<file path="config.mk">
export PLATFORM = sky130hd
export DESIGN_NAME = sdcd_cmd_decode
export DESIGN_NICKNAME = d
export VERILOG_FILES = /design/src/sdcd_bank_mem.v /design/src/sdcd_cmd_decode.v
export VERILOG_INCLUDE_DIRS = /design/src
export SDC_FILE = /design/constraint.sdc
export NUM_CORES = 1
export LEC_CHECK = 0
export BUFFER_PORTS_ARGS = -buffer_cell sky130_fd_sc_hd__buf_4
export CAP_MARGIN = 20
export CORE_MARGIN = 2
export CORE_UTILIZATION = 51
export DETAILED_ROUTE_END_ITERATION = 12
export PLACE_DENSITY = 0.85
export SLEW_MARGIN = 10
export SYNTH_ARGS = -nofsm -noshare
export SYNTH_HDL_FRONTEND = slang
export SYNTH_SLANG_ARGS = --single-unit
</file>
<file path="constraint.sdc">
create_clock -name ref_clk -period 2.8 [get_ports ref_clk]
set_clock_uncertainty 0.05 [all_clocks]
set_input_delay 0.28 -clock ref_clk [delete_from_list [all_inputs] [get_ports ref_clk]]
set_output_delay 0.28 -clock ref_clk [all_outputs]
set_load 0.03 [all_outputs]
</file>
<file path="src/sdcd_regs.vh">
`ifndef SDCD_REGS_VH
`define SDCD_REGS_VH
// mode-set bank code that targets the extended settings
`define SDCD_EXT_BANK_SEL      2'b10
// extended settings field layout
`define SDCD_PARTIAL_LSB       0
`define SDCD_PARTIAL_MSB       2
`define SDCD_TEMP_LSB          3
`define SDCD_TEMP_MSB          4
`define SDCD_OPMODE_LSB        5
`define SDCD_OPMODE_MSB        12
`define SDCD_EXT_WIDTH         13
`define SDCD_EXT_RESET         13'h0000
// partial refresh encodings
`define SDCD_PARTIAL_ALL       3'h0
`define SDCD_PARTIAL_TWO       3'h1
`define SDCD_PARTIAL_ONE       3'h2
`define SDCD_PARTIAL_HALF      3'h5
`define SDCD_PARTIAL_QUARTER   3'h6
// temperature refresh encodings
`define SDCD_TEMP_SENSOR       2'h0
`define SDCD_TEMP_45C          2'h1
`define SDCD_TEMP_15C          2'h2
`define SDCD_TEMP_85C          2'h3
// command codes reported on the decoded command output
`define SDCD_CMD_NOP           4'h0
`define SDCD_CMD_ACTIVATE      4'h1
`define SDCD_CMD_READ          4'h2
`define SDCD_CMD_WRITE         4'h3
`define SDCD_CMD_PRECHARGE     4'h4
`define SDCD_CMD_MODE_SET      4'h5
`define SDCD_CMD_BURST_STOP    4'h6
`define SDCD_CMD_AUTO_REFRESH  4'h7
`define SDCD_CMD_SELF_REF_IN   4'h8
`define SDCD_CMD_POWER_DOWN    4'h9
`define SDCD_CMD_SUSPEND       4'ha
`define SDCD_CMD_DEEP_PD_IN    4'hb
`define SDCD_CMD_EXIT          4'hc
`define SDCD_CMD_ILLEGAL       4'hf
// self refresh interval counts in clocks per temperature setting
`define SDCD_SR_INTERVAL_15C   16'h4000
`define SDCD_SR_INTERVAL_45C   16'h2000
`define SDCD_SR_INTERVAL_85C   16'h0800
`define SDCD_SR_INTERVAL_HOT   16'h0800
`define SDCD_SR_INTERVAL_COLD  16'h4000
`endif

</file>
<file path="src/sdcd_bank_mem.v">
`timescale 1ns/1ps
// small per-bank open-row flag store, registered read port
module sdcd_bank_mem #(
  parameter BANKS = 4
) (
  ref_clk,
  rst_b,
  wrEn,
  wrAll,
  wrBank,
  wrVal,
  rdBank,
  rdVal,
  allFlags
);
  input  wire         ref_clk;   // clock
  input  wire         rst_b;     // async reset, active low
  input  wire         wrEn;      // write strobe
  input  wire         wrAll;     // write every bank
  input  wire [1:0]   wrBank;    // bank to write
  input  wire         wrVal;     // new open flag
  input  wire [1:0]   rdBank;    // bank to look up
  output reg          rdVal;     // registered open flag
  output wire [BANKS-1:0] allFlags; // all open flags

  reg [BANKS-1:0] open_q;        // open-row flags
  integer i;

  assign allFlags = open_q;

  // flag updates, all-bank write for precharge all
  always @(posedge ref_clk or negedge rst_b) begin
    if (!rst_b) begin
      open_q <= {BANKS{1'b0}};
    end else begin
      for (i = 0; i < BANKS; i = i + 1) begin
        if (wrEn && (wrAll || (wrBank == i[1:0]))) begin
          open_q[i] <= wrVal;
        end
      end
    end
  end

  // registered read port
  always @(posedge ref_clk or negedge rst_b) begin
    if (!rst_b) begin
      rdVal <= 1'b0;
    end else begin
      rdVal <= open_q[rdBank];
    end
  end
endmodule // sdcd_bank_mem

</file>
<file path="src/sdcd_cmd_decode.v">
`timescale 1ns/1ps
// Notes on behaviour
// - decode strobes and mask at rising edge
// - qualify commands with current and previous enable
// - bank state comes from selected bank; mode set, refresh and deep power down need all banks idle
// - activate, read, write, precharge; bit ten variants
// - mode set, refresh, self refresh, burst stop, mask
// - power down entry and exits on enable
// - enable falling mid-burst gives clock suspend
// - deep power down entry from idle
// - bank code two loads extended settings
// - partial select keeps four, two, one banks
// - half or quarter of bank zero
// - temperature field resets to sensor mode
// - fixed periods for 45, 15, 85 degrees
// - sensor shortens interval hot, lengthens cold
// - settings held until reprogrammed
// - excluded banks get no self refresh
`include "sdcd_regs.vh"
module sdcd_cmd_decode #(
  parameter BURST_LEN = 4          // clocks a burst lasts
) (
  ref_clk,
  rst_b,
  clkEn,
  chipSel_b,
  rowStb_b,
  colStb_b,
  wrEn_b,
  dataMask,
  bankSel,
  addr,
  dieHot,
  cmdCode,
  cmdValid,
  extModeCfg,
  inSelfRefresh,
  inPowerDown,
  inClockSuspend,
  inDeepPowerDown,
  burstActive,
  dataEnable,
  autoPrecharge,
  refreshStrobe,
  refreshBank,
  refreshRowLimit,
  refreshAll
);
  input  wire        ref_clk;          // 25 MHz clock
  input  wire        rst_b;            // async reset, active low
  input  wire        clkEn;            // clock enable pin
  input  wire        chipSel_b;        // chip select, active low
  input  wire        rowStb_b;         // row strobe, active low
  input  wire        colStb_b;         // column strobe, active low
  input  wire        wrEn_b;           // write enable, active low
  input  wire        dataMask;         // data mask, high disables
  input  wire [1:0]  bankSel;          // bank select pins
  input  wire [12:0] addr;             // address pins
  input  wire        dieHot;           // temperature sensor: hot
  output reg  [3:0]  cmdCode;          // last decoded command
  output reg         cmdValid;         // pulse per decoded command, illegal included
  output reg  [12:0] extModeCfg;       // extended_mode_config contents
  output reg         inSelfRefresh;    // self refresh state
  output reg         inPowerDown;      // power down state
  output reg         inClockSuspend;   // clock suspend state
  output reg         inDeepPowerDown;  // deep power down state
  output reg         burstActive;      // burst in progress
  output reg         dataEnable;       // data path enabled
  output reg         autoPrecharge;    // last read/write had auto precharge
  output reg         refreshStrobe;    // one internal refresh pulse
  output reg  [1:0]  refreshBank;      // bank refreshed
  output reg  [1:0]  refreshRowLimit;  // 0 full, 1 half, 2 quarter
  output reg         refreshAll;       // refresh hits all banks

  // power states
  localparam ST_NORMAL  = 3'h0;
  localparam ST_SELF    = 3'h1;
  localparam ST_PDOWN   = 3'h2;
  localparam ST_SUSPEND = 3'h3;
  localparam ST_DEEP    = 3'h4;

  reg  [2:0]  state_q;                  // power state
  reg  [2:0]  state_d;
  reg         clkEnPrev_q;              // enable one clock earlier
  reg  [7:0]  burstCnt_q;               // remaining burst clocks
  reg  [7:0]  burstCnt_d;
  reg  [3:0]  cmd_d;                    // decoded command
  reg  [15:0] srTimer_q;                // self refresh interval timer
  reg  [1:0]  srBank_q;                 // self refresh bank pointer
  reg         bankWr;                   // open flag write
  reg         bankWrAll;
  reg         bankWrVal;
  wire [3:0]  openFlags;                // open flags of all banks
  wire        allIdle;
  wire        selOpen;

  // open flag store per bank
  // the registered lookup is left open: decode needs the flag in the same cycle
  sdcd_bank_mem #(
    .BANKS (4)
  ) u_banks (
    .ref_clk  (ref_clk),
    .rst_b    (rst_b),
    .wrEn     (bankWr),
    .wrAll    (bankWrAll),
    .wrBank   (bankSel),
    .wrVal    (bankWrVal),
    .rdBank   (bankSel),
    .rdVal    (),
    .allFlags (openFlags)
  );

  assign allIdle = (openFlags == 4'h0);
  assign selOpen = openFlags[bankSel];

  // interval for the self refresh timer from settings and sensor
  function [15:0] srInterval;
    input [1:0] temp;
    input       hot;
    begin
      case (temp)
        `SDCD_TEMP_45C: srInterval = `SDCD_SR_INTERVAL_45C;
        `SDCD_TEMP_15C: srInterval = `SDCD_SR_INTERVAL_15C;
        `SDCD_TEMP_85C: srInterval = `SDCD_SR_INTERVAL_85C;
        default: srInterval = hot ? `SDCD_SR_INTERVAL_HOT : `SDCD_SR_INTERVAL_COLD;
      endcase
    end
  endfunction

  // highest bank kept by the partial refresh setting
  function [1:0] srTopBank;
    input [2:0] part;
    begin
      case (part)
        `SDCD_PARTIAL_ALL: srTopBank = 2'h3;
        `SDCD_PARTIAL_TWO: srTopBank = 2'h1;
        default:           srTopBank = 2'h0;
      endcase
    end
  endfunction

  // command decode from sampled strobes and both enable samples
  always @* begin
    cmd_d     = `SDCD_CMD_NOP;
    bankWr    = 1'b0;
    bankWrAll = 1'b0;
    bankWrVal = 1'b0;
    if (state_q == ST_NORMAL && clkEnPrev_q) begin
      if (!clkEn && burstCnt_q != 8'h00) begin
        cmd_d = `SDCD_CMD_SUSPEND;
      end else if (chipSel_b) begin
        cmd_d = clkEn ? `SDCD_CMD_NOP : `SDCD_CMD_POWER_DOWN;
      end else begin
        case ({rowStb_b, colStb_b, wrEn_b})
          3'b011: begin
            // a bank that already holds an open row cannot take another
            if (clkEn && !selOpen) begin
              cmd_d  = `SDCD_CMD_ACTIVATE;
              bankWr = 1'b1;
            end else begin
              cmd_d  = `SDCD_CMD_ILLEGAL;
            end
            bankWrVal = 1'b1;
          end
          3'b101: cmd_d = selOpen ? `SDCD_CMD_READ : `SDCD_CMD_ILLEGAL;
          3'b100: cmd_d = selOpen ? `SDCD_CMD_WRITE : `SDCD_CMD_ILLEGAL;
          3'b010: begin
            cmd_d     = `SDCD_CMD_PRECHARGE;
            bankWr    = 1'b1;
            bankWrAll = addr[10];
          end
          3'b000: cmd_d = allIdle ? `SDCD_CMD_MODE_SET : `SDCD_CMD_ILLEGAL;
          3'b001: cmd_d = !allIdle ? `SDCD_CMD_ILLEGAL :
                          (clkEn ? `SDCD_CMD_AUTO_REFRESH : `SDCD_CMD_SELF_REF_IN);
          3'b110: cmd_d = clkEn ? `SDCD_CMD_BURST_STOP :
                          (allIdle ? `SDCD_CMD_DEEP_PD_IN : `SDCD_CMD_ILLEGAL);
          3'b111: cmd_d = clkEn ? `SDCD_CMD_NOP : `SDCD_CMD_POWER_DOWN;
          default: cmd_d = `SDCD_CMD_NOP;
        endcase
      end
    end else if (state_q != ST_NORMAL && !clkEnPrev_q && clkEn) begin
      // exit from low power states only; an enable rise after an
      // ignored low-enable cycle in normal state decodes nothing
      if (state_q == ST_DEEP || state_q == ST_SUSPEND) begin
        // deep power down and clock suspend leave on any enable rise
        cmd_d = `SDCD_CMD_EXIT;
      end else if (chipSel_b || (rowStb_b && colStb_b)) begin
        // power down and self refresh need a deselect or row and column strobes both high
        cmd_d = `SDCD_CMD_EXIT;
      end
    end
  end

  // burst length tracking
  always @* begin
    burstCnt_d = burstCnt_q;
    if (cmd_d == `SDCD_CMD_READ || cmd_d == `SDCD_CMD_WRITE) begin
      burstCnt_d = BURST_LEN[7:0];
    end else if (cmd_d == `SDCD_CMD_BURST_STOP) begin
      burstCnt_d = 8'h00;
    end else if (burstCnt_q != 8'h00 && state_q != ST_SUSPEND && cmd_d != `SDCD_CMD_SUSPEND) begin
      burstCnt_d = burstCnt_q - 8'h01;
    end
  end

  // power state transitions
  always @* begin
    state_d = state_q;
    case (cmd_d)
      `SDCD_CMD_SELF_REF_IN: state_d = ST_SELF;
      `SDCD_CMD_POWER_DOWN:  state_d = ST_PDOWN;
      `SDCD_CMD_SUSPEND:     state_d = ST_SUSPEND;
      `SDCD_CMD_DEEP_PD_IN:  state_d = ST_DEEP;
      `SDCD_CMD_EXIT:        state_d = ST_NORMAL;
      default:               state_d = state_q;
    endcase
  end

  // command and state registers
  always @(posedge ref_clk or negedge rst_b) begin
    if (!rst_b) begin
      state_q         <= ST_NORMAL;
      clkEnPrev_q     <= 1'b1;
      burstCnt_q      <= 8'h00;
      cmdCode         <= `SDCD_CMD_NOP;
      cmdValid        <= 1'b0;
      inSelfRefresh   <= 1'b0;
      inPowerDown     <= 1'b0;
      inClockSuspend  <= 1'b0;
      inDeepPowerDown <= 1'b0;
      burstActive     <= 1'b0;
      dataEnable      <= 1'b0;
      autoPrecharge   <= 1'b0;
    end else begin
      clkEnPrev_q     <= clkEn;
      state_q         <= state_d;
      burstCnt_q      <= burstCnt_d;
      cmdCode         <= cmd_d;
      cmdValid        <= (cmd_d != `SDCD_CMD_NOP);
      inSelfRefresh   <= (state_d == ST_SELF);
      inPowerDown     <= (state_d == ST_PDOWN);
      inClockSuspend  <= (state_d == ST_SUSPEND);
      inDeepPowerDown <= (state_d == ST_DEEP);
      burstActive     <= (burstCnt_d != 8'h00);
      dataEnable      <= !dataMask;
      if (cmd_d == `SDCD_CMD_READ || cmd_d == `SDCD_CMD_WRITE) begin
        autoPrecharge <= addr[10];
      end
    end
  end

  // extended settings load; held until the next load
  always @(posedge ref_clk or negedge rst_b) begin
    if (!rst_b) begin
      extModeCfg <= `SDCD_EXT_RESET;
    end else if (cmd_d == `SDCD_CMD_MODE_SET && bankSel == `SDCD_EXT_BANK_SEL) begin
      extModeCfg <= addr;
    end
  end

  // internal refresh: auto refresh all banks, self refresh per settings
  always @(posedge ref_clk or negedge rst_b) begin
    if (!rst_b) begin
      srTimer_q       <= 16'h0000;
      srBank_q        <= 2'h0;
      refreshStrobe   <= 1'b0;
      refreshBank     <= 2'h0;
      refreshRowLimit <= 2'h0;
      refreshAll      <= 1'b0;
    end else begin
      refreshStrobe <= 1'b0;
      if (cmd_d == `SDCD_CMD_AUTO_REFRESH) begin
        refreshStrobe   <= 1'b1;
        refreshAll      <= 1'b1;
        refreshBank     <= 2'h0;
        refreshRowLimit <= 2'h0;
      end else if (state_q == ST_SELF) begin
        if (srTimer_q == 16'h0000) begin
          srTimer_q     <= srInterval(extModeCfg[`SDCD_TEMP_MSB:`SDCD_TEMP_LSB], dieHot);
          refreshStrobe <= 1'b1;
          refreshAll    <= 1'b0;
          refreshBank   <= srBank_q;
          case (extModeCfg[`SDCD_PARTIAL_MSB:`SDCD_PARTIAL_LSB])
            `SDCD_PARTIAL_HALF:    refreshRowLimit <= 2'h1;
            `SDCD_PARTIAL_QUARTER: refreshRowLimit <= 2'h2;
            default:               refreshRowLimit <= 2'h0;
          endcase
          if (srBank_q >= srTopBank(extModeCfg[`SDCD_PARTIAL_MSB:`SDCD_PARTIAL_LSB])) begin
            srBank_q <= 2'h0;
          end else begin
            srBank_q <= srBank_q + 2'h1;
          end
        end else begin
          srTimer_q <= srTimer_q - 16'h0001;
        end
      end else begin
        srTimer_q <= 16'h0000;
        srBank_q  <= 2'h0;
      end
    end
  end
endmodule // sdcd_cmd_decode

</file>
==> results of run 1 <==
## layout make-up
cell class / count / area, sq um / share of cell area
Multi-Input combinational cell: 275 / 1900 / 0.418
Tap cell: 96 / 120 / 0.0264
Timing Repair Buffer: 76 / 588 / 0.129
Sequential cell: 65 / 1630 / 0.358
Clock buffer: 9 / 124 / 0.0272
Inverter: 23 / 90.1 / 0.0198
Clock inverter: 7 / 95.1 / 0.0209
## path summary, 6_finish.rpt
kind | startpoint | end | cells after the start
setup / recovery | u_banks.allFlags[3]$_DFFE_PN0P_ | extModeCfg[5]$_DFFE_PN0P_ | 6
hold / removal | clkEn | clkEnPrev_q$_DFF_PN1_ | 1
setup reg to reg | u_banks.allFlags[3]$_DFFE_PN0P_ | extModeCfg[5]$_DFFE_PN0P_ | 6
hold reg to reg | refreshAll$_DFFE_PN0P_ | refreshAll$_DFFE_PN0P_ | 2
max in group asynchronous | rst_b | inClockSuspend$_DFF_PN0_ | 2
min in group asynchronous | rst_b | srTimer_q[10]$_DFFE_PN0N_ | 2
## cells in the final DEF, fill, tap and decap left out, types with 3 or more instances in the layout
cell type and n:
a21oi_1 17, a31oi_1 17, and2_1 4, and3_1 5, buf_4 73, clkbuf_8 9, dfrtp_1 64, ha_1 6
inv_1 22, mux2_2 8, mux2_4 10, mux2i_1 7, nand2_1 30, nand2b_1 7, nand3_1 11, nand4_1 4
nor2_1 41, nor3_1 9, nor3b_1 3, nor4_1 8, o21ai_0 15, o22ai_1 4, or2_2 3, or3_1 3
or4_1 4, or4b_4 3, xnor2_1 4, xor2_1 3
## kinds of logic (layout without fill, tap and decap cells)
kind of cell,after synthesis,after routing,synth area share
buf+inv,36,115,0.0440
compound gates,81,81,0.146
flops,65,65,0.450
simple gates,154,155,0.229
xor+xnor,7,7,0.0170
mux,26,26,0.0921
fa+ha+maj,6,6,0.0208
## worst register-to-register path, stage by stage, from the launching register on
cell and delay, ns:
dfrtp_1 0.40, mux4_2 0.54, a22oi_2 0.21, a211oi_2 0.12, or3_4 0.37, or4b_4 0.64
mux2_4 0.35
## sequential cells by signal (all words and copies together), names as in the netlist, 2 cells and up
register	count
srTimer_q	16
extModeCfg	13
burstCnt_q	8
cmdCode	4
u_banks.allFlags	4
state_q	3
refreshBank	2
refreshRowLimit	2
srBank_q	2
## per-layer routing
metal  GRT usage  routed length, um  vias to the layer above  part of all wire
met5           0                  0                        -                 0
met4       0.128                242                        0             0.026
met3      0.0575                640                       26             0.068
met2       0.416               4800                      159              0.51
met1       0.305               3730                     1601              0.40
li1            -                  -                     1521                 -
## power by group
group          switching [uW]  leakage, uW  internal (uW)  total (uW)
sequential                181     0.000861           1180        1360
combinational            1300      0.00115            856        2150
clock                     392     0.000109            501         892
total                    1870      0.00212           2540        4410
## per-stage QoR
stage / power [uW] / hold slack (ns)
detailed placement: 3420 / 0.375
floorplan: 2760 / -0.0656
CTS: 4340 / 0.00198
finish: 4410 / 0.0242
global placement: 3320 / 0.371
global route: 4690 / 0.0190
## repair_timing
| action | 4_1_cts | 5_1_grt |
|---|---|---|
| hold buffers | 1 | 1 |
| endpoints found under the setup margin | 0 | 43 |
| gates resized for setup | 0 | 8 |
| hold endpoints to repair | 43 | 1 |
==> flow_metrics.env, run 1 <==
export IMPL_wl_per_cell_um=17.1
export IMPL_end_kind="flop"
export IMPL_area_growth_pct=25.8
export IMPL_hold_class="in2reg"
export IMPL_cts_setup_buffers=0
export IMPL_synth_area_top_cells="dfrtp_1 44%, nor2_1 4.4%, mux2_4 4.2%, nand2_1 3.1%, a31oi_1 2.9%"
export IMPL_crit_arrival_ns=2.99
export IMPL_p_per_area_nw_per_um2=969
export IMPL_clk_latency_ns=0.36
export IMPL_drv_slew=0
export IMPL_synth_cells=375
export IMPL_synth_nets=405
export IMPL_fin_ws_ns=0.00178
export IMPL_placed_area_sq_um=4260
export IMPL_finalNonFillerCells=551
export IMPL_syn_area_sq_um=3610
export IMPL_cts_tree="yes"
export IMPL_slowest_stage="or4b_4"
export IMPL_critPathKind="reg2reg"
export IMPL_rrSetupSlack_ns=0.002
export IMPL_status="finished clean"
export IMPL_cts_buffers=9
export IMPL_synth_distinct_cells=62
export IMPL_tns_ns=0
export IMPL_antenna_found_initial=0
export IMPL_postSynthAreaPerCell_sq_um=9.64
export IMPL_finalHoldViolations=0
export IMPL_initial_core_util=0.529
export IMPL_place_hpwl_um=6380
export IMPL_fmax_mhz=357
export IMPL_synth_top_area_share=0.443
export IMPL_synth_edf_count=0
export IMPL_period_share=0.999
export IMPL_ys_ff_latch=65
export IMPL_dpl_worst_slack_ns=-0.00599
export IMPL_ys_warn_count=0
export IMPL_coreArea_sq_um=6830
export IMPL_post_route_util=0.666
export IMPL_cp_slowest_stage_delay_ns=0.64
export IMPL_drcViolationCount=0
export IMPL_rsz0062_at_grt="yes"
export IMPL_yosysTopAreaCell="dfrtp_1"
export IMPL_viasPerCell=6.00
export IMPL_worst_slew_pin_slew_ns=0.852
export IMPL_num_rows=30
export IMPL_ys_top_cells_by_count="64 x dfrtp_1, 42 x nor2_1, 30 x nand2_1, 23 x inv_1"
export IMPL_io_pins=55
export IMPL_worst_ep_required_time_ns=2.99
export IMPL_ant_nets=0
export IMPL_seq_area_frac_synth=0.450
export IMPL_ir_worst_vdd_uv=569
export IMPL_period_minus_slack_ns=2.80
export IMPL_slew_headroom=0.432
export IMPL_path_buf_inv=0
export IMPL_gp_congestion=0.944
export IMPL_crit_family="simple AND/OR/NAND/NOR gates"
export IMPL_grt_pass1_vias=3134
export IMPL_drt_iter0_drc=304
export IMPL_firstDrtPassIters=5
export IMPL_grt_first_pass_wirelength_um=14800
export IMPL_crit_chain="mux4_2 > a22oi_2 > a211oi_2 > or3_4 > or4b_4 > mux2_4"
export IMPL_synthArstFlopShare=1.00
export IMPL_die_height_um=88.2
export IMPL_drive_gt1_frac=0.290
export IMPL_numClockSinks=65
export IMPL_fin_nets=480
export IMPL_leakagePower_uw=0.00212
export IMPL_drt_wl_total_um=9410
export IMPL_cts_buffer_depth=2
export IMPL_port_buffers=54
export IMPL_grt_start_max_net_pins=66
export IMPL_antenna_cells=0
export IMPL_cts_root_buf="clkbuf_8"
export IMPL_crit_fanout=7
export IMPL_die_x_um=88.2
export IMPL_yosysMostFrequentCell="dfrtp_1"
export IMPL_nFillCells=550
export IMPL_start_kind="flop"
export IMPL_grt_usage=0.250
export IMPL_routed_via_count=3307
export IMPL_path_clk_slew_ns=0.08
export IMPL_die_area_sq_um=7780
export IMPL_synth_flop_cell="dfrtp_1"
export IMPL_maxCapViolCount=0
export IMPL_dp_cells=532
export IMPL_fin_area_sq_um=4550
export IMPL_setup_viol=0
export IMPL_grt_overflow_total=0
export IMPL_htree_levels=3
(Power assumes the default switching activity.)
==> run 2, diff against run 1 <==
--- a/config.mk
+++ b/config.mk
@@ -9,9 +9,9 @@
 export BUFFER_PORTS_ARGS = -buffer_cell sky130_fd_sc_hd__buf_4
 export CAP_MARGIN = 20
 export CORE_MARGIN = 2
-export CORE_UTILIZATION = 51
+export CORE_UTILIZATION = 40
 export DETAILED_ROUTE_END_ITERATION = 12
-export PLACE_DENSITY = 0.85
+export PLACE_DENSITY = 0.71
 export SLEW_MARGIN = 10
 export SYNTH_ARGS = -nofsm -noshare
 export SYNTH_HDL_FRONTEND = slang
==> run 2 against run 1 <==
Compared with the run above:
- the flow now finishes with violations (hold timing)
- via count decreased by 5.3%
- non-clock buffer count increased by 7
- first-iteration DRC count decreased by 36%
- largest power group unchanged
- highest routed layer unchanged
==> flow_metrics.env, run 2 (synthesized netlist as in run 1, its figures left out) <==
export IMPL_area_growth_pct=25.6
export IMPL_htree_levels=3
export IMPL_end_kind="flop"
export IMPL_grt_start_max_net_pins=66
export IMPL_coreArea_sq_um=8760
export IMPL_grt_first_pass_wirelength_um=14500
export IMPL_leakagePower_uw=0.00214
export IMPL_gp_congestion=0.869
export IMPL_die_x_um=99.1
export IMPL_period_share=0.976
export IMPL_antenna_cells=0
export IMPL_grt_pass1_vias=3124
export IMPL_drcViolationCount=0
export IMPL_drive_gt1_frac=0.299
export IMPL_num_rows=34
export IMPL_drv_slew=0
export IMPL_nFillCells=810
export IMPL_routed_via_count=3133
export IMPL_tns_ns=0
export IMPL_initial_core_util=0.412
export IMPL_maxCapViolCount=0
export IMPL_drt_wl_total_um=8410
export IMPL_wl_per_cell_um=14.8
export IMPL_fin_nets=486
export IMPL_die_area_sq_um=9810
export IMPL_cts_buffers=9
export IMPL_firstDrtPassIters=4
export IMPL_period_minus_slack_ns=2.73
export IMPL_mostFrequentLayoutCells="83 x buf_4, 64 x dfrtp_1, 41 x nor2_1"
export IMPL_drt_iter0_drc=195
export IMPL_start_kind="flop"
export IMPL_p_per_area_nw_per_um2=940
export IMPL_grt_overflow_total=0
export IMPL_largestRegisters="srTimer_q: 16 flops, extModeCfg: 13 flops, burstCnt_q: 8 flops"
export IMPL_rsz0062_at_grt="no"
export IMPL_clk_latency_ns=0.34
export IMPL_cts_buffer_depth=2
export IMPL_cts_tree="yes"
export IMPL_antenna_found_initial=0
export IMPL_port_buffers=54
export IMPL_hold_buffers=0
export IMPL_numClockSinks=65
export IMPL_largest_register="srTimer_q"
export IMPL_crit_fanout=13
export IMPL_fmax_mhz=366
export IMPL_worst_ep_required_time_ns=2.98
export IMPL_final_common_cell="buf_4"
export IMPL_hold_class="in2async"
export IMPL_worst_slew_pin_slew_ns=0.884
export IMPL_critPathKind="reg2reg"
export IMPL_crit_arrival_ns=2.91
export IMPL_finalHoldViolations=24
export IMPL_status="finished with violations"
export IMPL_setup_viol=0
export IMPL_ant_nets=0
export IMPL_path_clk_slew_ns=0.08
export IMPL_cts_root_buf="clkbuf_8"
export IMPL_grt_usage=0.181
export IMPL_ir_worst_vdd_uv=316
export IMPL_io_pins=55
export IMPL_slew_headroom=0.410
export IMPL_place_hpwl_um=6070
export IMPL_largest_reg_flops=16
export IMPL_viasPerCell=5.51
export IMPL_hold_ws_ns=-0.0306
export IMPL_violations="hold timing"
export IMPL_die_height_um=99.1
[run 2: cell count changes in the layout (fill, tap and decap cells not counted), sizes merged]
cell / before / now
or4b: 4 / 3
dlygate4sd3: 2 / 0
buf: 74 / 83
inv: 22 / 25
clkinv: 4 / 2
bufinv: 2 / 1
[run 2: timing repair]
item,in CTS,in global routing
resized for setup,0,4
buffers inserted,0,0
setup endpoints to repair,0,7
[run 2: layout make-up]
type / count / area (sq um) / area share
clock buffer: 9 / 124 / 0.0273
inverter: 23 / 90.1 / 0.0198
tap: 108 / 135 / 0.0298
sequential: 65 / 1630 / 0.359
timing repair buffer: 83 / 623 / 0.137
clock inverter: 7 / 77.6 / 0.0171
multi-input combinational: 274 / 1860 / 0.410
[run 2: worst paths after layout]
kind	from	cells after the start	slack (ns)	to
min in group ref_clk	dataMask	2	0.03	dataEnable$_DFF_PN0_
worst max-delay path	u_banks.allFlags[1]$_DFFE_PN0P_	6	0.07	extModeCfg[3]$_DFFE_PN0P_
worst max register to register	u_banks.allFlags[1]$_DFFE_PN0P_	6	0.07	extModeCfg[3]$_DFFE_PN0P_
worst min-delay path	rst_b	1	-0.03	srTimer_q[0]$_DFFE_PN0N_
worst min register to register	refreshAll$_DFFE_PN0P_	2	0.43	refreshAll$_DFFE_PN0P_
max in group asynchronous	rst_b	1	2.17	dataEnable$_DFF_PN0_
[run 2: critical path, cell delays in order (launching register included)]
cell and delay (ns):
dfrtp_1 0.40, mux4_2 0.52, a22oi_2 0.18, a211oi_2 0.10, or3_4 0.34, or4b_4 0.67, mux2_4 0.34
[run 2: per-layer routing]
layer	GRT usage	part of all wire
met1	0.236	0.44
met2	0.295	0.50
met3	0.0326	0.044
met4	0.0801	0.015
met5	0	0
[run 2: per-stage QoR]
stage	setup slack, ns	cells	util	power (uW)	area (sq um)
final	0.0668	569	0.518	4270	4540
after global routing	0.000166	569	0.518	4610	4540
after global placement	0.0686	553	0.494	3390	4330
after CTS	0.0276	569	0.517	4270	4530
after floorplan	0.0146	375	-	2760	3640
after detailed placement	0.0355	553	0.494	3440	4330
[run 2: power breakdown]
group          total, uW  internal (uW)  leakage (uW)  switching, uW
Combinational       2090            863       0.00118           1230
Sequential          1360           1180      0.000861            175
Clock                823            421      0.000101            403
==> run 3, diff against run 2 <==
--- a/config.mk
+++ b/config.mk
@@ -6,12 +6,13 @@
 export SDC_FILE = /design/constraint.sdc
 export NUM_CORES = 1
 export LEC_CHECK = 0
+export ABC_AREA = 1
 export BUFFER_PORTS_ARGS = -buffer_cell sky130_fd_sc_hd__buf_4
 export CAP_MARGIN = 20
 export CORE_MARGIN = 2
-export CORE_UTILIZATION = 40
+export CORE_UTILIZATION = 30
 export DETAILED_ROUTE_END_ITERATION = 12
-export PLACE_DENSITY = 0.71
+export PLACE_DENSITY = 0.58
 export SLEW_MARGIN = 10
 export SYNTH_ARGS = -nofsm -noshare
 export SYNTH_HDL_FRONTEND = slang
==> run 3 against run 2 <==
Compared with the run above:
- the flow still finishes with violations (hold timing)
- via count shrank 0.38%
- count of clock-buffer cells in the layout stayed put
- design area decreased by 1.2%
- combinational power down 4%
- power up 6.0%
- sequential power is essentially flat
- synthesized cell count rose by 21%
- worst hold slack better by 0.019 ns
- critical path type unchanged
==> flow_metrics.env, run 3 <==
export IMPL_grt_usage=0.136
export IMPL_yosysMostFrequentCell="nand2_1"
export IMPL_postSynthAreaPerCell_sq_um=8.02
export IMPL_ir_worst_vdd_uv=401
export IMPL_io_pins=55
export IMPL_leakagePower_uw=0.00235
export IMPL_seq_area_frac_synth=0.449
export IMPL_fin_nets=545
export IMPL_cts_buffers=9
export IMPL_setup_viol=0
export IMPL_synth_top_area_share=0.442
export IMPL_grt_pass1_vias=3112
export IMPL_tns_ns=0
export IMPL_drive_gt1_frac=0.229
export IMPL_mostFrequentLayoutCells="91 x nand2_1, 64 x dfrtp_1, 63 x inv_1"
export IMPL_synth_top_family_by_area="simple AND/OR/NAND/NOR gates"
export IMPL_grt_first_pass_wirelength_um=14200
export IMPL_crit_fanout=10
export IMPL_num_rows=40
export IMPL_ys_warn_count=0
export IMPL_grt_start_max_net_pins=66
export IMPL_synthMuxAreaShare=0.0456
export IMPL_slowest_stage="dfrtp_1"
export IMPL_synth_nets=482
export IMPL_slew_headroom=0.452
export IMPL_hold_ws_ns=-0.0120
export IMPL_finalHoldViolations=9
export IMPL_viasPerCell=4.68
export IMPL_cts_tree="yes"
export IMPL_place_hpwl_um=6400
export IMPL_cts_resized_gates=0
export IMPL_ant_nets=0
export IMPL_hold_buffers=0
export IMPL_synth_simple_gate_area_share=0.304
export IMPL_wl_per_cell_um=12.7
export IMPL_largestRegisters="srTimer_q: 16 flops, extModeCfg: 13 flops, burstCnt_q: 8 flops"
export IMPL_violations="hold timing"
export IMPL_synth_distinct_cells=39
export IMPL_area_growth_pct=23.8
export IMPL_crit_start="burstCnt_q[0]$_DFF_PN0_"
export IMPL_synthArstFlopShare=1.00
export IMPL_p_per_area_nw_per_um2=1010
export IMPL_r2r_start="burstCnt_q[0]$_DFF_PN0_"
export IMPL_coreArea_sq_um=11900
export IMPL_period_minus_slack_ns=2.48
export IMPL_clk_latency_ns=0.33
export IMPL_yosysTopAreaCell="dfrtp_1"
export IMPL_maxCapViolCount=0
export IMPL_syn_area_sq_um=3620
export IMPL_cts_buffer_depth=2
export IMPL_synth_edf_count=0
export IMPL_grt_overflow_total=0
export IMPL_cp_slowest_stage_delay_ns=0.37
export IMPL_synth_flop_cell="dfrtp_1"
export IMPL_largest_reg_flops=16
export IMPL_post_route_util=0.377
export IMPL_synth_cells=452
export IMPL_path_clk_slew_ns=0.06
export IMPL_crit_chain="inv_1 > ha_1 > nand2_1 > o21ai_4 > nand2_1 > nor2_4 > inv_2 > nor2_4 > inv_2 > nor2_4 > inv_2 > nand3_1 > o21ai_0 > a21oi_1"
export IMPL_cts_setup_buffers=0
export IMPL_die_area_sq_um=13000
export IMPL_routed_via_count=3121
export IMPL_largest_register="srTimer_q"
export IMPL_cts_root_buf="clkbuf_16"
export IMPL_start_kind="flop"
export IMPL_synth_area_top_cells="dfrtp_1 44%, nand2_1 9.4%, inv_1 6.5%, nor2_1 5.6%, nand3_1 4.8%"
export IMPL_final_common_cell="nand2_1"
export IMPL_ys_top_cells_by_count="91 x nand2_1, 64 x dfrtp_1, 63 x inv_1, 54 x nor2_1, 35 x nand3_1"
export IMPL_antenna_cells=0
export IMPL_worstReg2RegEnd="srTimer_q[12]$_DFFE_PN0N_"
export IMPL_crit_arrival_ns=2.68
export IMPL_drv_slew=0
export IMPL_fmax_mhz=404
export IMPL_rsz0062_at_grt="no"
export IMPL_drcViolationCount=0
export IMPL_htree_levels=3
export IMPL_status="finished with violations"
export IMPL_synth_compound_area_frac=0.0832
export IMPL_worst_slew_pin_slew_ns=0.822
export IMPL_port_buffers=54
export IMPL_die_height_um=114
export IMPL_drt_wl_total_um=8490
export IMPL_die_x_um=114
export IMPL_antenna_found_initial=0
export IMPL_initial_core_util=0.304
export IMPL_rrSetupSlack_ns=0.32
export IMPL_critPathKind="reg2reg"
export IMPL_firstDrtPassIters=6
export IMPL_nFillCells=1210
export IMPL_drt_iter0_drc=161
export IMPL_ys_ff_latch=65
export IMPL_hold_class="in2async"
export IMPL_reg2reg_depth=14
export IMPL_gp_congestion=0.906
export IMPL_end_kind="flop"
export IMPL_synthAdderAreaFrac=0.0207
export IMPL_numClockSinks=65
export IMPL_synth_xor_area_frac=0.0121
export IMPL_period_share=0.885
export IMPL_worst_ep_required_time_ns=3.00
==> run 3: changes by cell type after synthesis, sizes merged, moves of 5 or more <==
| cell | before | now |
|---|---|---|
| nand2b | 7 | 0 |
| clkbuf | 11 | 0 |
| inv | 23 | 71 |
| nand3 | 11 | 39 |
| a31oi | 17 | 3 |
| nor3 | 9 | 16 |
| mux2 | 18 | 12 |
| nor4 | 9 | 2 |
| nand2 | 30 | 97 |
| mux2i | 7 | 0 |
| and2 | 5 | 0 |
| nor2 | 42 | 64 |
| o21ai | 15 | 32 |
| nand4 | 4 | 9 |
==> run 3: worst max path at each step <==
stage                     depth (start not counted)                         end
after detailed placement                         14   srTimer_q[12]$_DFFE_PN0N_
after CTS                                        14   srTimer_q[12]$_DFFE_PN0N_
after global routing                             17       burstActive$_DFF_PN0_
after floorplan                                  13  extModeCfg[11]$_DFFE_PN0P_
final                                            14   srTimer_q[12]$_DFFE_PN0N_
after global placement                           14   srTimer_q[10]$_DFFE_PN0N_
==> run 3: final cells by class <==
cell class / count / area (sq um) / area share
sequential: 65 / 1630 / 0.363
clock buffer: 9 / 225 / 0.0502
multi-input combinational: 311 / 1690 / 0.376
timing repair buffer: 56 / 420 / 0.0937
clock inverter: 7 / 71.3 / 0.0159
tap: 147 / 184 / 0.0410
inverter: 72 / 270 / 0.0602
==> run 3: per-layer routing <==
layer / global-route usage / part of all wire / vias up
li1: - / - / 1584
met1: 0.176 / 0.48 / 1473
met2: 0.228 / 0.48 / 54
met3: 0.0324 / 0.036 / 10
met4: 0.0390 / 0.012 / 0
met5: 0 / 0 / -
==> run 3: critical path: cells and delay by family, from the launching register on <==
kind | cells | cell delay, ns
flops | 1 | 0.37
buf+inv | 4 | 0.43
compound gates | 3 | 0.44
simple gates | 6 | 0.93
fa+ha+maj | 1 | 0.17
==> run 3: stage by stage <==
step	instance area (sq um)	worst slack [ns]	std cells	total power (uW)	hold WS, ns
2_1_floorplan	3620	0.682	452	2860	-0.0656
3_3_place_gp	4190	0.425	651	3370	0.357
3_5_place_dp	4190	0.358	651	3410	0.361
4_1_cts	4490	0.328	667	4550	0.0127
5_1_grt	4490	0.0775	667	4890	0.00957
6_report	4490	0.322	667	4520	-0.0120
==> run 3: cell families after synthesis <==
family | count (synthesis)
AND/OR/NAND/NOR | 234
multiplexers | 12
XOR/XNOR | 5
adder cells (fa/ha/maj) | 6
flip-flops | 65
buffers and inverters | 76
AO/OA/AOI/OAI | 54
==> run 3: power by group <==
group / total [uW] / switching [uW] / internal, uW
registers: 1390 / 191 / 1200
logic: 2010 / 1310 / 698
clock network: 1120 / 431 / 687
